## config.mk

```make
export PLATFORM = sky130hd
export DESIGN_NAME = pcbd_top
export DESIGN_NICKNAME = d
export VERILOG_FILES = /design/src/pcbd_pkg.sv /design/src/pcbd_core_if.sv /design/src/pcbd_divider.sv /design/src/pcbd_lock_timer.sv /design/src/pcbd_top.sv
export SDC_FILE = /design/constraint.sdc
export NUM_CORES = 1
export LEC_CHECK = 0
export ABC_AREA = 1
export BUFFER_PORTS_ARGS = -buffer_cell sky130_fd_sc_hd__buf_2
export CAP_MARGIN = 20
export CORE_ASPECT_RATIO = 1.2
export CORE_MARGIN = 2
export CORE_UTILIZATION = 45
export CTS_CLUSTER_DIAMETER = 150
export DETAILED_ROUTE_END_ITERATION = 8
export SLEW_MARGIN = 20
export SYNTH_ARGS = -nofsm -noshare
export SYNTH_HDL_FRONTEND = slang
export SYNTH_SLANG_ARGS = --single-unit
```

## constraint.sdc

```tcl
create_clock -name clk -period 3 [get_ports clk]
set_clock_uncertainty 0.05 [all_clocks]
set_input_delay 0.15 -clock clk [delete_from_list [all_inputs] [get_ports clk]]
set_output_delay 0.15 -clock clk [all_outputs]
set_load 0.005 [all_outputs]
```

## src/pcbd_pkg.sv

```systemverilog
/*
 pcbd_pkg: constants, register map and types for the pll clock bank divider.
 Assumes a single 50 MHz system clock and a synchronous active-high reset.
*/
// Functional notes
// RULE_01: derive half and quarter clocks, 50% duty
// RULE_02: select code adds quarter banks one to three
// RULE_03: three selectable banks of three outputs
// RULE_04: fourth bank always carries half clock
// RULE_05: disabled outputs are held low
// RULE_06: clear falling edge resets quarter stage
// RULE_07: board ties clear input to fixed level
// RULE_08: test mode bypasses the loop
// RULE_09: board keeps test low in normal use
// RULE_10: board feeds back exactly one output
// RULE_11: half output fed back runs oscillator double
// RULE_12: quarter output fed back gives double outputs
// RULE_13: half feedback needs reference 50 to 100 MHz
// RULE_14: quarter feedback needs reference 25 to 50 MHz
// RULE_15: outputs keep 50% duty regardless of input
// RULE_16: users wait lock time after disturbances
// RULE_17: reference must be fixed frequency and phase
// RULE_18: loop drives feedback phase offset to zero
// RULE_19: lock counter restarts on disturbance, reports unlocked
package pcbd_pkg;

	localparam int          CLK_MHZ       = 50;
	localparam int          CLK_PERIOD_NS = 20;

	localparam int          ADDR_W = 4;
	localparam int          DATA_W = 32;

	localparam logic [3:0]  REG_CTRL   = 4'h0;
	localparam logic [3:0]  REG_STATUS = 4'h4;
	localparam logic [3:0]  REG_PERIOD = 4'h8;
	localparam logic [3:0]  REG_MEAS   = 4'hc;

	localparam int          CTRL_W       = 4;
	localparam int          CTRL_SEL_LSB = 0;
	localparam int          CTRL_SEL_MSB = 1;
	localparam int          CTRL_OE_N    = 2;
	localparam int          CTRL_TEST    = 3;
	localparam logic [3:0]  CTRL_RESET   = 4'h4;

	localparam int          STAT_LOCKED  = 0;
	localparam int          STAT_BYPASS  = 1;
	localparam int          STAT_ALIGNED = 2;
	localparam int          STAT_STATE   = 4;

	localparam int          LOCK_TIME_US = 100;
	localparam int unsigned LOCK_CYC     = LOCK_TIME_US * CLK_MHZ;

	localparam int          PER_W         = 8;
	localparam logic [7:0]  OSC_HALF_INIT = 8'h04;
	localparam logic [7:0]  OSC_HALF_MIN  = 8'h00;
	localparam logic [7:0]  OSC_HALF_MAX  = 8'hff;
	localparam int          MEAS_W        = 16;
	localparam int          MEAS_HI       = 16;

	localparam int          NUM_BANKS = 4;
	localparam int          BANK_OUTS = 3;
	localparam int          SEL_BANKS = 3;

	typedef enum logic [1:0] {
		LOOP_ACQ,
		LOOP_TRACK,
		LOOP_BYPASS
	} pcbd_loop_t;

endpackage : pcbd_pkg

```

## src/pcbd_core_if.sv

```systemverilog
/*
 pcbd_core_if: carries divider and lock-timer signals between the top and
 its two helpers. Assumes all users sit on the one system clock.
*/
`timescale 1ns/100ps
interface pcbd_core_if;
	logic tick;
	logic quarter_clear;
	logic ref_half;
	logic ref_quarter;
	logic restart;
	logic locked;

	modport core (output tick, quarter_clear, restart, input ref_half, ref_quarter, locked);
	modport div  (input tick, quarter_clear, output ref_half, ref_quarter);
	modport lock (input restart, output locked);
endinterface : pcbd_core_if

```

## src/pcbd_divider.sv

```systemverilog
/*
 pcbd_divider: oscillator tick divided into half and quarter references.
 Assumes tick is a one-cycle pulse per oscillator period, on clk.
*/
`timescale 1ns/100ps
module pcbd_divider
	import pcbd_pkg::*;
(
	input wire logic clk,
	input wire logic rst,
	pcbd_core_if.div core
);
	logic [1:0] div_q;
	logic [1:0] div_d;

	// one binary counter: bit0 toggles each tick, bit1 every second tick
	always_comb begin
		div_d = div_q;
		if (core.tick)
			div_d = div_q + 2'h1; // RULE_01 RULE_15
		if (core.quarter_clear)
			div_d[1] = 1'b0; // RULE_06
	end

	always_ff @(posedge clk) begin
		if (rst)
			div_q <= 2'h0;
		else
			div_q <= div_d;
	end

	assign core.ref_half    = div_q[0];
	assign core.ref_quarter = div_q[1];
endmodule : pcbd_divider

```

## src/pcbd_lock_timer.sv

```systemverilog
/*
 pcbd_lock_timer: counts the lock wait after each disturbance.
 Assumes restart is a level or pulse on clk; holding it keeps lock low.
*/
`timescale 1ns/100ps
module pcbd_lock_timer
	import pcbd_pkg::*;
#(
	parameter int unsigned LOCK_CYCLES = LOCK_CYC
)(
	input wire logic clk,
	input wire logic rst,
	pcbd_core_if.lock core
);
	localparam int            CNT_W = $clog2(LOCK_CYCLES + 1);
	localparam logic [CNT_W-1:0] LAST = CNT_W'(LOCK_CYCLES - 1);

	if (LOCK_CYCLES < 1) begin : g_bad_cycles
		$error("lock wait must be at least one cycle");
	end

	logic [CNT_W-1:0] cnt_q;
	logic             locked_q;

	always_ff @(posedge clk) begin
		if (rst || core.restart) begin
			cnt_q    <= '0; // RULE_19
			locked_q <= 1'b0;
		end else if (!locked_q) begin
			if (cnt_q == LAST)
				locked_q <= 1'b1; // RULE_19
			else
				cnt_q <= cnt_q + 1'b1;
		end
	end

	assign core.locked = locked_q;
endmodule : pcbd_lock_timer

```

## src/pcbd_top.sv

```systemverilog
/*
 pcbd_top: digital model of a phase-locked clock driver with four banks of
 three outputs, a register port and a lock-wait timer.
 Assumes the reference, feedback and clear pins are asynchronous to clk and
 much slower than it; one output is wired back to the feedback pin.
*/
// Added by the designer: the register offsets and the plain strobed port.
`timescale 1ns/100ps
module pcbd_top
	import pcbd_pkg::*;
#(
	parameter int unsigned LOCK_CYCLES = LOCK_CYC,
	parameter logic [7:0]  HALF_INIT   = OSC_HALF_INIT
)(
	input  wire logic              clk,
	input  wire logic              rst,
	input  wire logic [ADDR_W-1:0] reg_addr,
	input  wire logic [DATA_W-1:0] reg_wdata,
	input  wire logic              reg_we,
	input  wire logic              reg_re,
	output logic      [DATA_W-1:0] reg_rdata,
	input  wire logic              ref_clock_input,
	input  wire logic              loop_feedback_input,
	input  wire logic              quarter_divider_clear_n,
	output logic      [2:0]        bank_one_clocks,
	output logic      [2:0]        bank_two_clocks,
	output logic      [2:0]        bank_three_clocks,
	output logic      [2:0]        bank_four_clocks,
	output logic                   lock_status
);
	if (LOCK_CYCLES < 1) begin : g_bad_lock
		$error("lock wait must be at least one cycle");
	end
	if (NUM_BANKS * BANK_OUTS != 12) begin : g_bad_banks
		$error("bank layout must give twelve outputs");
	end

	pcbd_core_if core_if ();

	// pin synchronisers: index 0 ref, 1 feedback, 2 clear
	logic [2:0] pin_meta_q;
	logic [2:0] pin_sync_q;
	logic [2:0] pin_prev_q;

	always_ff @(posedge clk) begin
		if (rst) begin
			pin_meta_q <= 3'h0;
			pin_sync_q <= 3'h0;
			pin_prev_q <= 3'h0;
		end else begin
			pin_meta_q <= {quarter_divider_clear_n, loop_feedback_input, ref_clock_input};
			pin_sync_q <= pin_meta_q;
			pin_prev_q <= pin_sync_q;
		end
	end

	wire ref_rise = pin_sync_q[0] & ~pin_prev_q[0];
	wire fb_rise  = pin_sync_q[1] & ~pin_prev_q[1];
	wire clr_fall = ~pin_sync_q[2] & pin_prev_q[2];

	// control register
	logic [CTRL_W-1:0] ctrl_q;

	wire             ctrl_wr  = reg_we && (reg_addr == REG_CTRL);
	wire [CTRL_W-1:0] ctrl_new = reg_wdata[CTRL_W-1:0];
	wire [1:0]       sel      = {ctrl_q[CTRL_SEL_MSB], ctrl_q[CTRL_SEL_LSB]};
	wire             oe_n     = ctrl_q[CTRL_OE_N];
	wire             test     = ctrl_q[CTRL_TEST];

	always_ff @(posedge clk) begin
		if (rst)
			ctrl_q <= CTRL_RESET;
		else if (ctrl_wr)
			ctrl_q <= ctrl_new;
	end

	// disturbances that force a fresh lock wait
	wire sel_change = ctrl_wr && (ctrl_new[CTRL_SEL_MSB:CTRL_SEL_LSB] != sel);
	wire loop_on    = ctrl_wr && test && !ctrl_new[CTRL_TEST];
	wire outs_on    = ctrl_wr && oe_n && !ctrl_new[CTRL_OE_N];
	wire ctrl_event = sel_change || loop_on || outs_on; // RULE_19

	// loop state
	pcbd_loop_t state_q;
	pcbd_loop_t state_d;

	// period and phase measurement in clk cycles
	logic [MEAS_W-1:0] ref_run_q;
	logic [MEAS_W-1:0] fb_run_q;
	logic [MEAS_W-1:0] ref_per_q;
	logic [MEAS_W-1:0] fb_per_q;
	logic [MEAS_W-1:0] phase_q;
	logic [1:0]        ref_seen_q;
	logic [1:0]        fb_seen_q;
	logic              aligned_q;

	wire meas_ok = ref_seen_q[1] && fb_seen_q[1];
	wire [MEAS_W-1:0] ref_run_inc = (&ref_run_q) ? ref_run_q : ref_run_q + 1'b1;
	wire [MEAS_W-1:0] fb_run_inc  = (&fb_run_q) ? fb_run_q : fb_run_q + 1'b1;

	always_ff @(posedge clk) begin
		if (rst) begin
			ref_run_q  <= '0;
			fb_run_q   <= '0;
			ref_per_q  <= '0;
			fb_per_q   <= '0;
			phase_q    <= '0;
			ref_seen_q <= 2'h0;
			fb_seen_q  <= 2'h0;
		end else begin
			ref_run_q <= ref_rise ? '0 : ref_run_inc;
			fb_run_q  <= fb_rise ? '0 : fb_run_inc;
			if (ref_rise) begin
				ref_per_q  <= ref_run_inc;
				ref_seen_q <= {ref_seen_q[0], 1'b1};
			end
			if (fb_rise) begin
				fb_per_q  <= fb_run_inc;
				fb_seen_q <= {fb_seen_q[0], 1'b1};
				phase_q   <= ref_rise ? '0 : ref_run_inc;
			end
		end
	end

	// oscillator: one tick every half_q+1 clocks
	logic [PER_W-1:0] half_q;
	logic [PER_W-1:0] half_d;
	logic [PER_W-1:0] osc_q;
	logic             adv_q;
	logic             hold_q;
	logic [1:0]       fresh_q;

	// feedback periods measured across a trim or nudge are not trusted,
	// else the trim chases its own lag and the loop never settles
	wire settled   = (fresh_q == 2'h0);
	wire tracking  = (state_q == LOOP_TRACK);
	wire freq_eval = tracking && ref_rise && meas_ok && settled;
	wire fb_slow   = fb_per_q > ref_per_q;
	wire fb_fast   = fb_per_q < ref_per_q;
	wire go_faster = freq_eval && fb_slow && (half_q != OSC_HALF_MIN);
	wire go_slower = freq_eval && fb_fast && (half_q != OSC_HALF_MAX);

	// phase nudge only once the frequencies agree, else it fights the trim
	wire same_freq = meas_ok && (fb_per_q == ref_per_q);
	wire ph_eval   = tracking && fb_rise && !ref_rise && same_freq && settled;
	wire fb_lags   = ref_run_inc < (ref_per_q >> 1);
	wire nudge_adv  = ph_eval && fb_lags; // RULE_18
	wire nudge_hold = ph_eval && !fb_lags; // RULE_18

	always_comb begin
		half_d = half_q;
		if (go_faster)
			half_d = half_q - 1'b1; // RULE_11 RULE_12
		else if (go_slower)
			half_d = half_q + 1'b1; // RULE_11 RULE_12
	end

	wire             osc_wrap = (osc_q >= half_q);
	wire [PER_W:0]   osc_step = {1'b0, osc_q} + (adv_q ? 9'h002 : 9'h001);
	wire [PER_W-1:0] osc_next = osc_step[PER_W] ? half_q : osc_step[PER_W-1:0];

	// two feedback rises clear it: the spoilt period, then a clean one
	wire       loop_fix = go_faster || go_slower || nudge_adv || nudge_hold;
	wire [1:0] fresh_d  = loop_fix ? 2'h2 : (fb_rise && !settled) ? fresh_q - 2'h1 : fresh_q;

	always_ff @(posedge clk) begin
		if (rst) begin
			half_q  <= HALF_INIT;
			osc_q   <= '0;
			adv_q   <= 1'b0;
			hold_q  <= 1'b0;
			fresh_q <= 2'h0;
		end else begin
			half_q  <= half_d;
			fresh_q <= fresh_d; // RULE_18
			adv_q  <= nudge_adv;
			hold_q <= nudge_hold;
			if (osc_wrap)
				osc_q <= '0;
			else if (!hold_q)
				osc_q <= osc_next;
		end
	end

	// in test mode the reference itself clocks the dividers
	wire bypass = (state_q == LOOP_BYPASS);
	assign core_if.tick          = bypass ? ref_rise : osc_wrap; // RULE_08
	assign core_if.quarter_clear = clr_fall; // RULE_06

	// aligned when both edges land in the same cycle
	always_ff @(posedge clk) begin
		if (rst)
			aligned_q <= 1'b0;
		else if (fb_rise)
			aligned_q <= ref_rise; // RULE_18
		else if (ref_rise && fb_seen_q[0] && ref_run_q > ref_per_q)
			aligned_q <= 1'b0;
	end

	always_comb begin
		state_d = state_q;
		case (state_q)
			LOOP_ACQ: begin
				if (test)
					state_d = LOOP_BYPASS; // RULE_08
				else if (meas_ok)
					state_d = LOOP_TRACK;
			end
			LOOP_TRACK: begin
				if (test)
					state_d = LOOP_BYPASS; // RULE_08
			end
			LOOP_BYPASS: begin
				if (!test)
					state_d = LOOP_ACQ;
			end
			default: state_d = LOOP_ACQ;
		endcase
	end

	always_ff @(posedge clk) begin
		if (rst)
			state_q <= LOOP_ACQ;
		else
			state_q <= state_d;
	end

	// lock timer restarts on every disturbance and every loop correction
	wire loop_moved = go_faster || go_slower || nudge_adv || nudge_hold;
	wire not_ready  = (state_q != LOOP_TRACK) || oe_n;
	assign core_if.restart = ctrl_event || loop_moved || clr_fall || not_ready; // RULE_19

	pcbd_divider u_divider (
		.clk  (clk),
		.rst  (rst),
		.core (core_if.div)
	);

	pcbd_lock_timer #(
		.LOCK_CYCLES (LOCK_CYCLES)
	) u_lock (
		.clk  (clk),
		.rst  (rst),
		.core (core_if.lock)
	);

	// bank steering: bank b (0..2) takes the quarter clock when sel > b
	logic [NUM_BANKS*BANK_OUTS-1:0] bank_q;
	wire  [NUM_BANKS*BANK_OUTS-1:0] bank_d;
	wire  [NUM_BANKS-1:0]           use_quarter;

	for (genvar b = 0; b < NUM_BANKS; b++) begin : g_bank
		if (b < SEL_BANKS) begin : g_sel
			assign use_quarter[b] = (sel > 2'(b)); // RULE_02 RULE_03
		end else begin : g_fixed
			assign use_quarter[b] = 1'b0; // RULE_04
		end
		wire src = use_quarter[b] ? core_if.ref_quarter : core_if.ref_half;
		assign bank_d[b*BANK_OUTS +: BANK_OUTS] = oe_n ? '0 : {BANK_OUTS{src}}; // RULE_05
	end

	always_ff @(posedge clk) begin
		if (rst)
			bank_q <= '0;
		else
			bank_q <= bank_d;
	end

	assign bank_one_clocks   = bank_q[0*BANK_OUTS +: BANK_OUTS];
	assign bank_two_clocks   = bank_q[1*BANK_OUTS +: BANK_OUTS];
	assign bank_three_clocks = bank_q[2*BANK_OUTS +: BANK_OUTS];
	assign bank_four_clocks  = bank_q[3*BANK_OUTS +: BANK_OUTS];

	logic lock_q;

	always_ff @(posedge clk) begin
		if (rst)
			lock_q <= 1'b0;
		else
			lock_q <= core_if.locked; // RULE_19
	end

	assign lock_status = lock_q;

	// register read port: data in the cycle after the strobe only
	logic [DATA_W-1:0] rdata_q;
	logic [DATA_W-1:0] rd_mux;

	wire [DATA_W-1:0] status_word = {
		{(DATA_W-STAT_STATE-2){1'b0}},
		state_q,
		1'b0,
		aligned_q,
		bypass,
		lock_q
	};

	always_comb begin
		case (reg_addr)
			REG_CTRL:   rd_mux = {{(DATA_W-CTRL_W){1'b0}}, ctrl_q};
			REG_STATUS: rd_mux = status_word;
			// upper half: feedback-to-reference phase, for debug
			REG_PERIOD: rd_mux = {phase_q, {(MEAS_W-PER_W){1'b0}}, half_q};
			REG_MEAS:   rd_mux = {fb_per_q, ref_per_q};
			default:    rd_mux = '0;
		endcase
	end

	always_ff @(posedge clk) begin
		if (rst)
			rdata_q <= '0;
		else if (reg_re)
			rdata_q <= rd_mux;
		else
			rdata_q <= '0;
	end

	assign reg_rdata = rdata_q;
endmodule : pcbd_top

```

==> results of run 1 <==
[sequential cells by signal, indices dropped and copies added (netlist names), 3 cells and up]
signal and cells:
pin_prev_q 3, pin_meta_q 3, u_lock.cnt_q 13, half_q 8
pin_sync_q 3, ref_per_q 16, phase_q 16, ctrl_q 4
bank_q 4, fb_per_q 16, osc_q 8, ref_run_q 16
fb_run_q 16, reg_rdata 32
[cells by family after synthesis]
logic type,share of synthesized area (%)
AOI/OAI and AO/OA,13.0
buffers and inverters,9.26
adders and majority gates,10.2
and+or+nand+nor,22.5
DFF,40.8
muxes,0.118
xor gates and xnor gates,4.15
[power breakdown]
group | internal, uW | leakage [uW] | total [uW] | switching, uW
logic | 112 | 0.00292 | 291 | 179
registers | 2340 | 0.00140 | 2370 | 30.8
clock network | 1150 | 0.000275 | 2120 | 973
total | 3600 | 0.00460 | 4780 | 1180
[per-stage QoR]
stage,TNS [ns],power [uW],util (%),instances
after floorplan,0,2610,-,1104
after global placement,0,2690,49.7,1431
after detailed placement,0,2700,49.7,1431
after CTS,0,4820,53.1,1470
after global routing,-0.0845,4970,53.8,1473
final,0,4780,53.8,1473
[area by class of cell]
cell class	instances	area, um2	area share (%)
clock buffer	21	470	4.67
clock inverter	11	98.8	0.982
inverter	164	618	6.14
multi-input combinational	733	4350	43.2
sequential	173	3480	34.5
tap	256	320	3.18
timing repair buffer	115	733	7.28
[critical path, stage by stage, from the launching register on]
cell     delay, ns
dfxtp_1       0.32
inv_1         0.05
ha_1          0.28
nand2_1       0.06
nor2_2        0.16
nand2_2       0.10
nor4_4        0.27
nor2_1        0.10
nand2_2       0.10
inv_4         0.07
ha_1          0.29
buf_4         0.14
nand2_1       0.08
inv_1         0.05
a21oi_1       0.14
o31ai_1       0.12
xor2_1        0.16
nor2_1        0.12
nor2_1        0.05
[worst paths after layout]
check / to / slack, ns / cells after the start
min: ctrl_q[3] / 0.04 / 3
max reg2reg: half_q[5] / 0.19 / 18
min reg2reg: pin_sync_q[0] / 0.35 / 2
max: half_q[5] / 0.19 / 18
[per-layer routing]
metal  vias to the layer above  track usage [%]  part of all wire, %
met3                        24             4.15                  3.0
li1                       3788                -                    -
met4                         0             6.30                  1.9
met5                         -                0                    0
met1                      3185             27.7                   49
met2                       101             33.7                   46
[placed cells by master, fill, tap and decap left out, types with 4 or more instances in the layout]
master	count
nand2_1	201
dfxtp_1	166
inv_1	157
nor2_1	119
a21oi_1	75
ha_1	61
buf_2	59
o21ai_0	54
buf_4	49
nand3_1	30
nor3_1	23
xor2_1	19
clkbuf_16	17
nand4_1	16
o22ai_1	14
nand2_2	12
xnor2_1	12
nor2_2	10
a211oi_1	8
dlygate4sd3_1	7
nand3_2	6
o22a_1	6
inv_2	5
a21oi_2	5
dfxtp_2	5
o21ai_1	4
nor3_2	4
nor4_1	4
a221oi_1	4
or2_2	4
ha_4	4
clkinv_4	4
[repair_timing]
item	4_1_cts	5_1_grt
buffers inserted	0	3
setup endpoints to repair	0	7
hold endpoints to repair	7	0
hold buffers	7	0
gates resized for setup	0	33
==> flow_metrics.env, run 1 <==
export IMPL_grt_pass1_wl_um=32800
export IMPL_postSynth_asyncResetShare_pct=0
export IMPL_synthesis_area_um2=8490
export IMPL_end_kind="register"
export IMPL_synth_top_area_share_pct=40.8
export IMPL_power_density_nw_per_um2=475
export IMPL_dp_hpwl_um=15200
export IMPL_cp_required_ns=3.28
export IMPL_seq_area_frac_synth_pct=40.8
export IMPL_synth_edff_count=0
export IMPL_min_period_over_period_pct=93.7
export IMPL_postRouteAntennaNets=0
export IMPL_slew_violations=0
export IMPL_clock_latency_ns=0.44
export IMPL_cts_made_buffers=17
export IMPL_hold_class="input pin to register"
export IMPL_outcome="completed"
export IMPL_yosysMostFrequentCell="nand2_1"
export IMPL_ir_drop_mv=0.446
export IMPL_syn_inst=1104
export IMPL_fp_row_count=55
export IMPL_route_detailed_wl_per_inst_um=13.5
export IMPL_post_place_ws_ns=0.0346
export IMPL_fin_ws_ns=0.189
export IMPL_num_vias=7098
export IMPL_postLayoutCellArea_um2=10100
export IMPL_yosysWarnings=0
export IMPL_via_per_inst=4.82
export IMPL_hold_viol=0
export IMPL_ios=88
export IMPL_grt_max_degree=31
export IMPL_fillers=1863
export IMPL_start_util_pct=45.4
export IMPL_die_y_um=155
export IMPL_ys_ff_latch=173
export IMPL_grt_usage_pct=20.7
export IMPL_criticalPathCategory="register to register"
export IMPL_core_area_um2=18700
export IMPL_reg2reg_from="ref_per_q[13]"
export IMPL_wirelength_um=19900
export IMPL_synth_area_top_cells="dfxtp_1 41%, ha_1 9.7%, nand2_1 9.0%, inv_1 7.1%, nor2_1 5.3%"
export IMPL_grt_pass1_vias=6757
export IMPL_leakage_uw=0.00460
export IMPL_whs_ns=0.0398
export IMPL_cts_htree_levels=4
export IMPL_finalNetCount=1315
export IMPL_die_area_um2=20000
export IMPL_setup_viol=0
export IMPL_cts_tree="yes"
export IMPL_clock_path_buffers=2
export IMPL_drive_gt1_share_pct=17.3
export IMPL_min_from="reg_we"
export IMPL_syn_to_final_growth_pct=18.5
export IMPL_postSynthAreaPerCell_um2=7.69
export IMPL_clk_pin_slew_ns=0.07
export IMPL_gp_congestion=0.895
export IMPL_port_buffer_count=59
export IMPL_yosysTopAreaCell="dfxtp_1"
export IMPL_crit_path_start="ref_per_q[13]"
export IMPL_maxSlewHeadroom_pct=48.2
export IMPL_max_slew_worst_pin_slew_ns=0.777
export IMPL_antenna_found_initial=0
export IMPL_drtPass1Iterations=5
export IMPL_fmaxAchievable_ghz=0.356
export IMPL_setup_worst_path_start_class="register"
export IMPL_synthTopCellsByCount="203 x nand2_1, 173 x dfxtp_1, 160 x inv_1"
export IMPL_worstPathMaxFanout=6
export IMPL_drv_cap=0
export IMPL_dpl_instance_area_um2=9290
export IMPL_grt_overflow_total=0
export IMPL_period_minus_slack_ns=2.81
export IMPL_synth_cell_type_count=53
export IMPL_cp_arrival_ns=3.09
export IMPL_drc=0
export IMPL_synth_nets=1215
export IMPL_clock_sinks=173
export IMPL_yosys_most_used_dff="dfxtp_1"
export IMPL_clockRootBuffer="clkbuf_16"
export IMPL_antenna_cells=0
export IMPL_fp_dieW_um=129
export IMPL_drtIter0Drc=352
Power figures use the tool's default switching activity.
==> run 2, diff against run 1 <==
--- a/config.mk
+++ b/config.mk
@@ -6,13 +6,14 @@
 export NUM_CORES = 1
 export LEC_CHECK = 0
 export ABC_AREA = 1
-export BUFFER_PORTS_ARGS = -buffer_cell sky130_fd_sc_hd__buf_2
+export BUFFER_PORTS_ARGS = -buffer_cell sky130_fd_sc_hd__buf_4
 export CAP_MARGIN = 20
 export CORE_ASPECT_RATIO = 1.2
 export CORE_MARGIN = 2
 export CORE_UTILIZATION = 45
-export CTS_CLUSTER_DIAMETER = 150
+export CTS_CLUSTER_DIAMETER = 80
 export DETAILED_ROUTE_END_ITERATION = 8
+export SKIP_CTS_REPAIR_TIMING = 1
 export SLEW_MARGIN = 20
 export SYNTH_ARGS = -nofsm -noshare
 export SYNTH_HDL_FRONTEND = slang
==> run 2 against run 1 <==
The run now ends with negative hold slack left. Sequential share of layout area decreased by 0.59 points. Wire length up 0.79%. Utilization up 0.88 points. Critical endpoint is now half_q[7]. Via count is 0.38% higher. Non-clock buffer count shrank 9. Register-to-register slack lost 0.02 ns. Maximum frequency shrank 0.57%. Global-route usage shrank 0.15 points. First-iteration DRC count rose by 32%.
==> flow_metrics.env, run 2 (synthesis results as in run 1) <==
export IMPL_maxSlewHeadroom_pct=45.7
export IMPL_reg2reg_slack_ns=0.17
export IMPL_drc=0
export IMPL_rr_worst_depth=19
export IMPL_cts_tree="yes"
export IMPL_via_per_inst=4.87
export IMPL_fmaxAchievable_ghz=0.354
export IMPL_postLayoutCellArea_um2=10200
export IMPL_setup_viol=0
export IMPL_clockRootBuffer="clkbuf_16"
export IMPL_clock_sinks=173
export IMPL_hold_class="input pin to register"
export IMPL_slew_violations=0
export IMPL_core_area_um2=18700
export IMPL_grt_pass1_vias=6546
export IMPL_post_place_ws_ns=0.0360
export IMPL_grt_max_degree=31
export IMPL_postRouteAntennaNets=0
export IMPL_whs_path_depth=3
export IMPL_final_cell_mix="201 x nand2_1, 165 x dfxtp_1, 156 x inv_1, 120 x nor2_1, 100 x buf_4"
export IMPL_min_period_over_period_pct=94.2
export IMPL_fillers=1813
export IMPL_grt_overflow_total=0
export IMPL_crit_cells=19
export IMPL_layout_commonest_cell="nand2_1"
export IMPL_max_slew_worst_pin_slew_ns=0.808
export IMPL_die_area_um2=20000
export IMPL_met3_length_um=684
export IMPL_cp_cell_sequence="inv_1 -> ha_4 -> nand2_1 -> nor2_1 -> nand2_2 -> nor4_4 -> nor2_1 -> nand2_2 -> clkinv_4 -> ha_4 -> a21o_1 -> o21bai_4 -> nand3_1 -> and2_4 -> inv_1 -> nand2_2 -> nand3_1 -> nand2_1 -> nor2_1"
export IMPL_setup_worst_path_start_class="register"
export IMPL_drtPass1Iterations=6
export IMPL_worstPathMaxFanout=6
export IMPL_cts_made_buffers=17
export IMPL_failed_checks="negative hold slack"
export IMPL_port_buffer_count=59
export IMPL_max_stage_delay_ns=0.31
export IMPL_end_kind="register"
export IMPL_largest_reg_flops=32
export IMPL_syn_to_final_growth_pct=20.5
export IMPL_start_util_pct=45.4
export IMPL_dp_hpwl_um=15100
export IMPL_cpLargestDelayFamily="simple AND/OR/NAND/NOR gates"
export IMPL_fin_ws_ns=0.173
export IMPL_num_vias=7125
export IMPL_hold_viol=1
export IMPL_leakage_uw=0.00457
export IMPL_finalNetCount=1306
export IMPL_wirelength_um=20000
export IMPL_met2_length_um=9300
export IMPL_met1_length_um=9630
export IMPL_period_minus_slack_ns=2.83
export IMPL_dpl_instance_area_um2=9390
export IMPL_grt_pass1_wl_um=32400
export IMPL_ios=88
export IMPL_drive_gt1_share_pct=17.5
export IMPL_fp_row_count=55
export IMPL_die_y_um=155
export IMPL_route_detailed_wl_per_inst_um=13.7
export IMPL_cp_arrival_ns=3.11
export IMPL_fp_dieW_um=129
export IMPL_path_buf_inv=3
export IMPL_crit_slowest_cell="dfxtp_1"
export IMPL_clock_latency_ns=0.43
export IMPL_grt_usage_pct=20.6
export IMPL_routed_top_layer="met4"
export IMPL_cts_htree_levels=4
export IMPL_drtIter0Drc=465
export IMPL_clock_path_buffers=2
export IMPL_gp_congestion=0.856
export IMPL_ir_drop_mv=0.377
export IMPL_drv_cap=0
export IMPL_clk_pin_slew_ns=0.07
export IMPL_whs_ns=-0.0218
export IMPL_antenna_found_initial=0
export IMPL_criticalPathCategory="register to register"
export IMPL_cp_required_ns=3.28
export IMPL_power_density_nw_per_um2=469
export IMPL_antenna_cells=0
export IMPL_outcome="complete, but fails checks"
## run 2: worst reg2reg max path, delay by kind of cell (launching register included)
family          cells  cell delay, ns
compound gates      2            0.35
buf+inv             3            0.25
simple gates       12            1.20
flops               1            0.31
fa+ha+maj           2            0.56
## run 2: layout make-up
type	instances	area (um2)	share of cell area, %
Inverter	164	621	6.07
Multi-Input combinational cell	733	4430	43.3
Clock buffer	19	453	4.43
Clock inverter	13	124	1.21
Tap cell	256	320	3.13
Timing Repair Buffer	106	811	7.92
Sequential cell	173	3470	33.9
## run 2: metrics by stage
stage                     utilization, %  std cells  TNS, ns  power, uW  hold WS, ns
after detailed placement            50.2       1424        0       2700        0.307
after CTS                           53.2       1456  -0.0182       4830       -0.152
final                               54.7       1464        0       4800      -0.0218
after global routing                54.7       1464  -0.0573       5000       0.0105
after floorplan                        -       1104        0       2610        0.207
after global placement              50.2       1424        0       2690        0.304
## run 2: report_power, final
group	internal (uW)	switching (uW)	total, uW
sequential	2340	30.3	2370
combinational	114	178	292
clock	1140	996	2140
total	3590	1200	4800
## run 2: final timing paths
| check | start | endpoint |
|---|---|---|
| min | reg_wdata[1] | ctrl_q[1] |
| max | ref_per_q[9] | half_q[7] |
| max reg2reg | ref_per_q[9] | half_q[7] |
| min reg2reg | pin_meta_q[1] | pin_sync_q[1] |
## run 2: per-layer routing
layer,up-vias,track usage [%]
met2,106,32.9
li1,3777,-
met5,-,0
met3,22,3.87
met1,3220,27.9
met4,0,6.81
==> run 3, diff against run 2 <==
--- a/config.mk
+++ b/config.mk
@@ -13,6 +13,7 @@
 export CORE_UTILIZATION = 45
 export CTS_CLUSTER_DIAMETER = 80
 export DETAILED_ROUTE_END_ITERATION = 8
+export GPL_TIMING_DRIVEN = 0
 export SKIP_CTS_REPAIR_TIMING = 1
 export SLEW_MARGIN = 20
 export SYNTH_ARGS = -nofsm -noshare
==> run 3 against run 2 <==
The run still ends with negative hold slack left. Setup slack got worse by 0.036 ns. Critical path type unchanged. Non-clock buffer count shrank 2. Die area unchanged. Global-route usage grew 0.56 points. First-iteration DRC count fell by 8.6%. Sequential power about the same. Sequential share of layout area increased by 0.20 points. Maximum frequency shrank 1.3%. Power grew 2.6%. Clock power rose by 5%. Wire length grew 3.3%. Register-to-register slack worse by 0.04 ns.
==> flow_metrics.env, run 3 (synthesis results as in run 1) <==
export IMPL_outcome="complete, but fails checks"
export IMPL_failed_checks="negative hold slack"
export IMPL_criticalPathCategory="register to register"
export IMPL_crit_path_start="ref_per_q[1]"
export IMPL_port_buffer_count=59
export IMPL_timing_rr_end="half_q[7]"
export IMPL_gp_congestion=0.864
export IMPL_clock_path_buffers=2
export IMPL_die_area_um2=20000
export IMPL_start_util_pct=45.4
export IMPL_route_detailed_wl_per_inst_um=14.1
export IMPL_postRouteAntennaNets=0
export IMPL_clock_latency_ns=0.43
export IMPL_leakage_uw=0.00450
export IMPL_end_kind="register"
export IMPL_maxSlewHeadroom_pct=45.6
export IMPL_worstPathMaxFanout=6
export IMPL_cp_arrival_ns=3.14
export IMPL_dp_hpwl_um=15700
export IMPL_fin_ws_ns=0.137
export IMPL_cp_required_ns=3.27
export IMPL_grt_pass1_wl_um=33300
export IMPL_grt_usage_pct=21.1
export IMPL_ios=88
export IMPL_fmaxAchievable_ghz=0.349
export IMPL_hold_class="input pin to register"
export IMPL_largest_reg_flops=32
export IMPL_cts_made_buffers=17
export IMPL_cts_htree_levels=4
export IMPL_syn_to_final_growth_pct=19.6
export IMPL_fillers=1825
export IMPL_rr_worst_depth=20
export IMPL_hold_viol=1
export IMPL_reg2reg_from="ref_per_q[1]"
export IMPL_drtPass1Iterations=5
export IMPL_clock_sinks=173
export IMPL_drtIter0Drc=425
export IMPL_post_place_ws_ns=-0.178
export IMPL_drv_cap=0
export IMPL_finalNetCount=1304
export IMPL_whs_path_depth=3
export IMPL_layoutNonFillerInstCount=1462
export IMPL_num_vias=7206
export IMPL_grt_max_degree=17
export IMPL_clk_pin_slew_ns=0.07
export IMPL_fp_row_count=55
export IMPL_ir_drop_mv=0.414
export IMPL_power_density_nw_per_um2=484
export IMPL_antenna_cells=0
export IMPL_max_slew_worst_pin_slew_ns=0.810
export IMPL_min_from="reg_wdata[3]"
export IMPL_reg2reg_slack_ns=0.14
export IMPL_min_period_over_period_pct=95.4
export IMPL_dpl_cell_count=1419
export IMPL_die_y_um=155
export IMPL_grt_overflow_total=0
export IMPL_grt_pass1_vias=6674
export IMPL_wirelength_um=20700
export IMPL_setup_viol=0
export IMPL_fp_dieW_um=129
export IMPL_drive_gt1_share_pct=16.0
export IMPL_setup_worst_path_start_class="register"
export IMPL_core_area_um2=18700
export IMPL_cts_tree="yes"
export IMPL_slew_violations=0
export IMPL_layout_commonest_cell="nand2_1"
export IMPL_clockRootBuffer="clkbuf_16"
export IMPL_whs_ns=-0.0102
export IMPL_via_per_inst=4.93
export IMPL_final_cell_mix="201 x nand2_1, 168 x dfxtp_1, 148 x inv_1, 117 x nor2_1, 75 x a21oi_1"
export IMPL_antenna_found_initial=0
export IMPL_drc=0
export IMPL_period_minus_slack_ns=2.86
export IMPL_hold_path_end="ctrl_q[3]"
==> run 3: changes by cell type in the layout (fill, tap and decap cells not counted), moves of 3 or more <==
cell        before  now
clkinv_4         4    1
inv_2            6   14
buf_4          100   73
clkinvlp_4       1    4
clkbuf_1         0   21
nor2_1         120  117
dfxtp_2          8    5
inv_1          156  148
dfxtp_1        165  168
==> run 3: worst max-delay path by stage <==
stage / depth (start not counted) / slack, ns / endpoint
6_report: 20 / 0.14 / half_q[7]
5_1_grt: 20 / -0.07 / half_q[7]
4_1_cts: 19 / -0.20 / half_q[7]
3_5_place_dp: 19 / -0.18 / half_q[7]
3_3_place_gp: 19 / -0.17 / half_q[7]
2_1_floorplan: 19 / 0.32 / half_q[7]
==> run 3: through the flow <==
step                      TNS [ns]  total power (uW)  utilization [%]  hold WS (ns)  area [um2]
after global placement      -0.253              2700             49.5         0.303        9260
after detailed placement    -0.261              2700             49.5         0.306        9260
after global routing       -0.0922              5100             54.3        0.0455       10200
after CTS                   -0.306              4940             52.7        -0.144        9860
after floorplan                  0              2610                -         0.207        8490
final                            0              4920             54.3       -0.0102       10200
==> run 3: layout make-up <==
type / count / area (um2) / share of cell area, %
clock buffers: 20 / 467 / 4.59
flip-flops and latches: 173 / 3470 / 34.1
repair buffers: 70 / 541 / 5.32
plain buffers: 34 / 171 / 1.69
multi-input cells: 733 / 4430 / 43.6
inverters: 164 / 623 / 6.13
clock inverters: 12 / 135 / 1.33
well taps: 256 / 320 / 3.15
==> run 3: worst max-delay path: stages, from the launching register on <==
cell and delay [ns]:
dfxtp_1 0.32, inv_1 0.11, ha_1 0.33, a21oi_1 0.18
o21ai_1 0.08, nand2_1 0.06, o211ai_1 0.08, nand2_1 0.14
nand2_2 0.09, nand2_4 0.12, inv_8 0.06, ha_4 0.23
a21o_1 0.19, o21bai_2 0.20, nand3_1 0.08, and2_4 0.15
inv_1 0.03, nand2_1 0.07, nand3_1 0.08, nand2_1 0.07
nor2_1 0.04
==> run 3: metal layers <==
| metal | vias to the layer above | track usage [%] | routed length, um |
|---|---|---|---|
| met1 | 3327 | 28.1 | 9710 |
| met2 | 93 | 35.2 | 9980 |
| li1 | 3761 | - | - |
| met3 | 25 | 3.77 | 656 |
| met5 | - | 0 | 0 |
| met4 | 0 | 5.79 | 341 |
==> run 3: power by group <==
part	switching [uW]	internal, uW
registers	31.2	2340
clock network	952	1300
logic	185	115
total	1170	3750
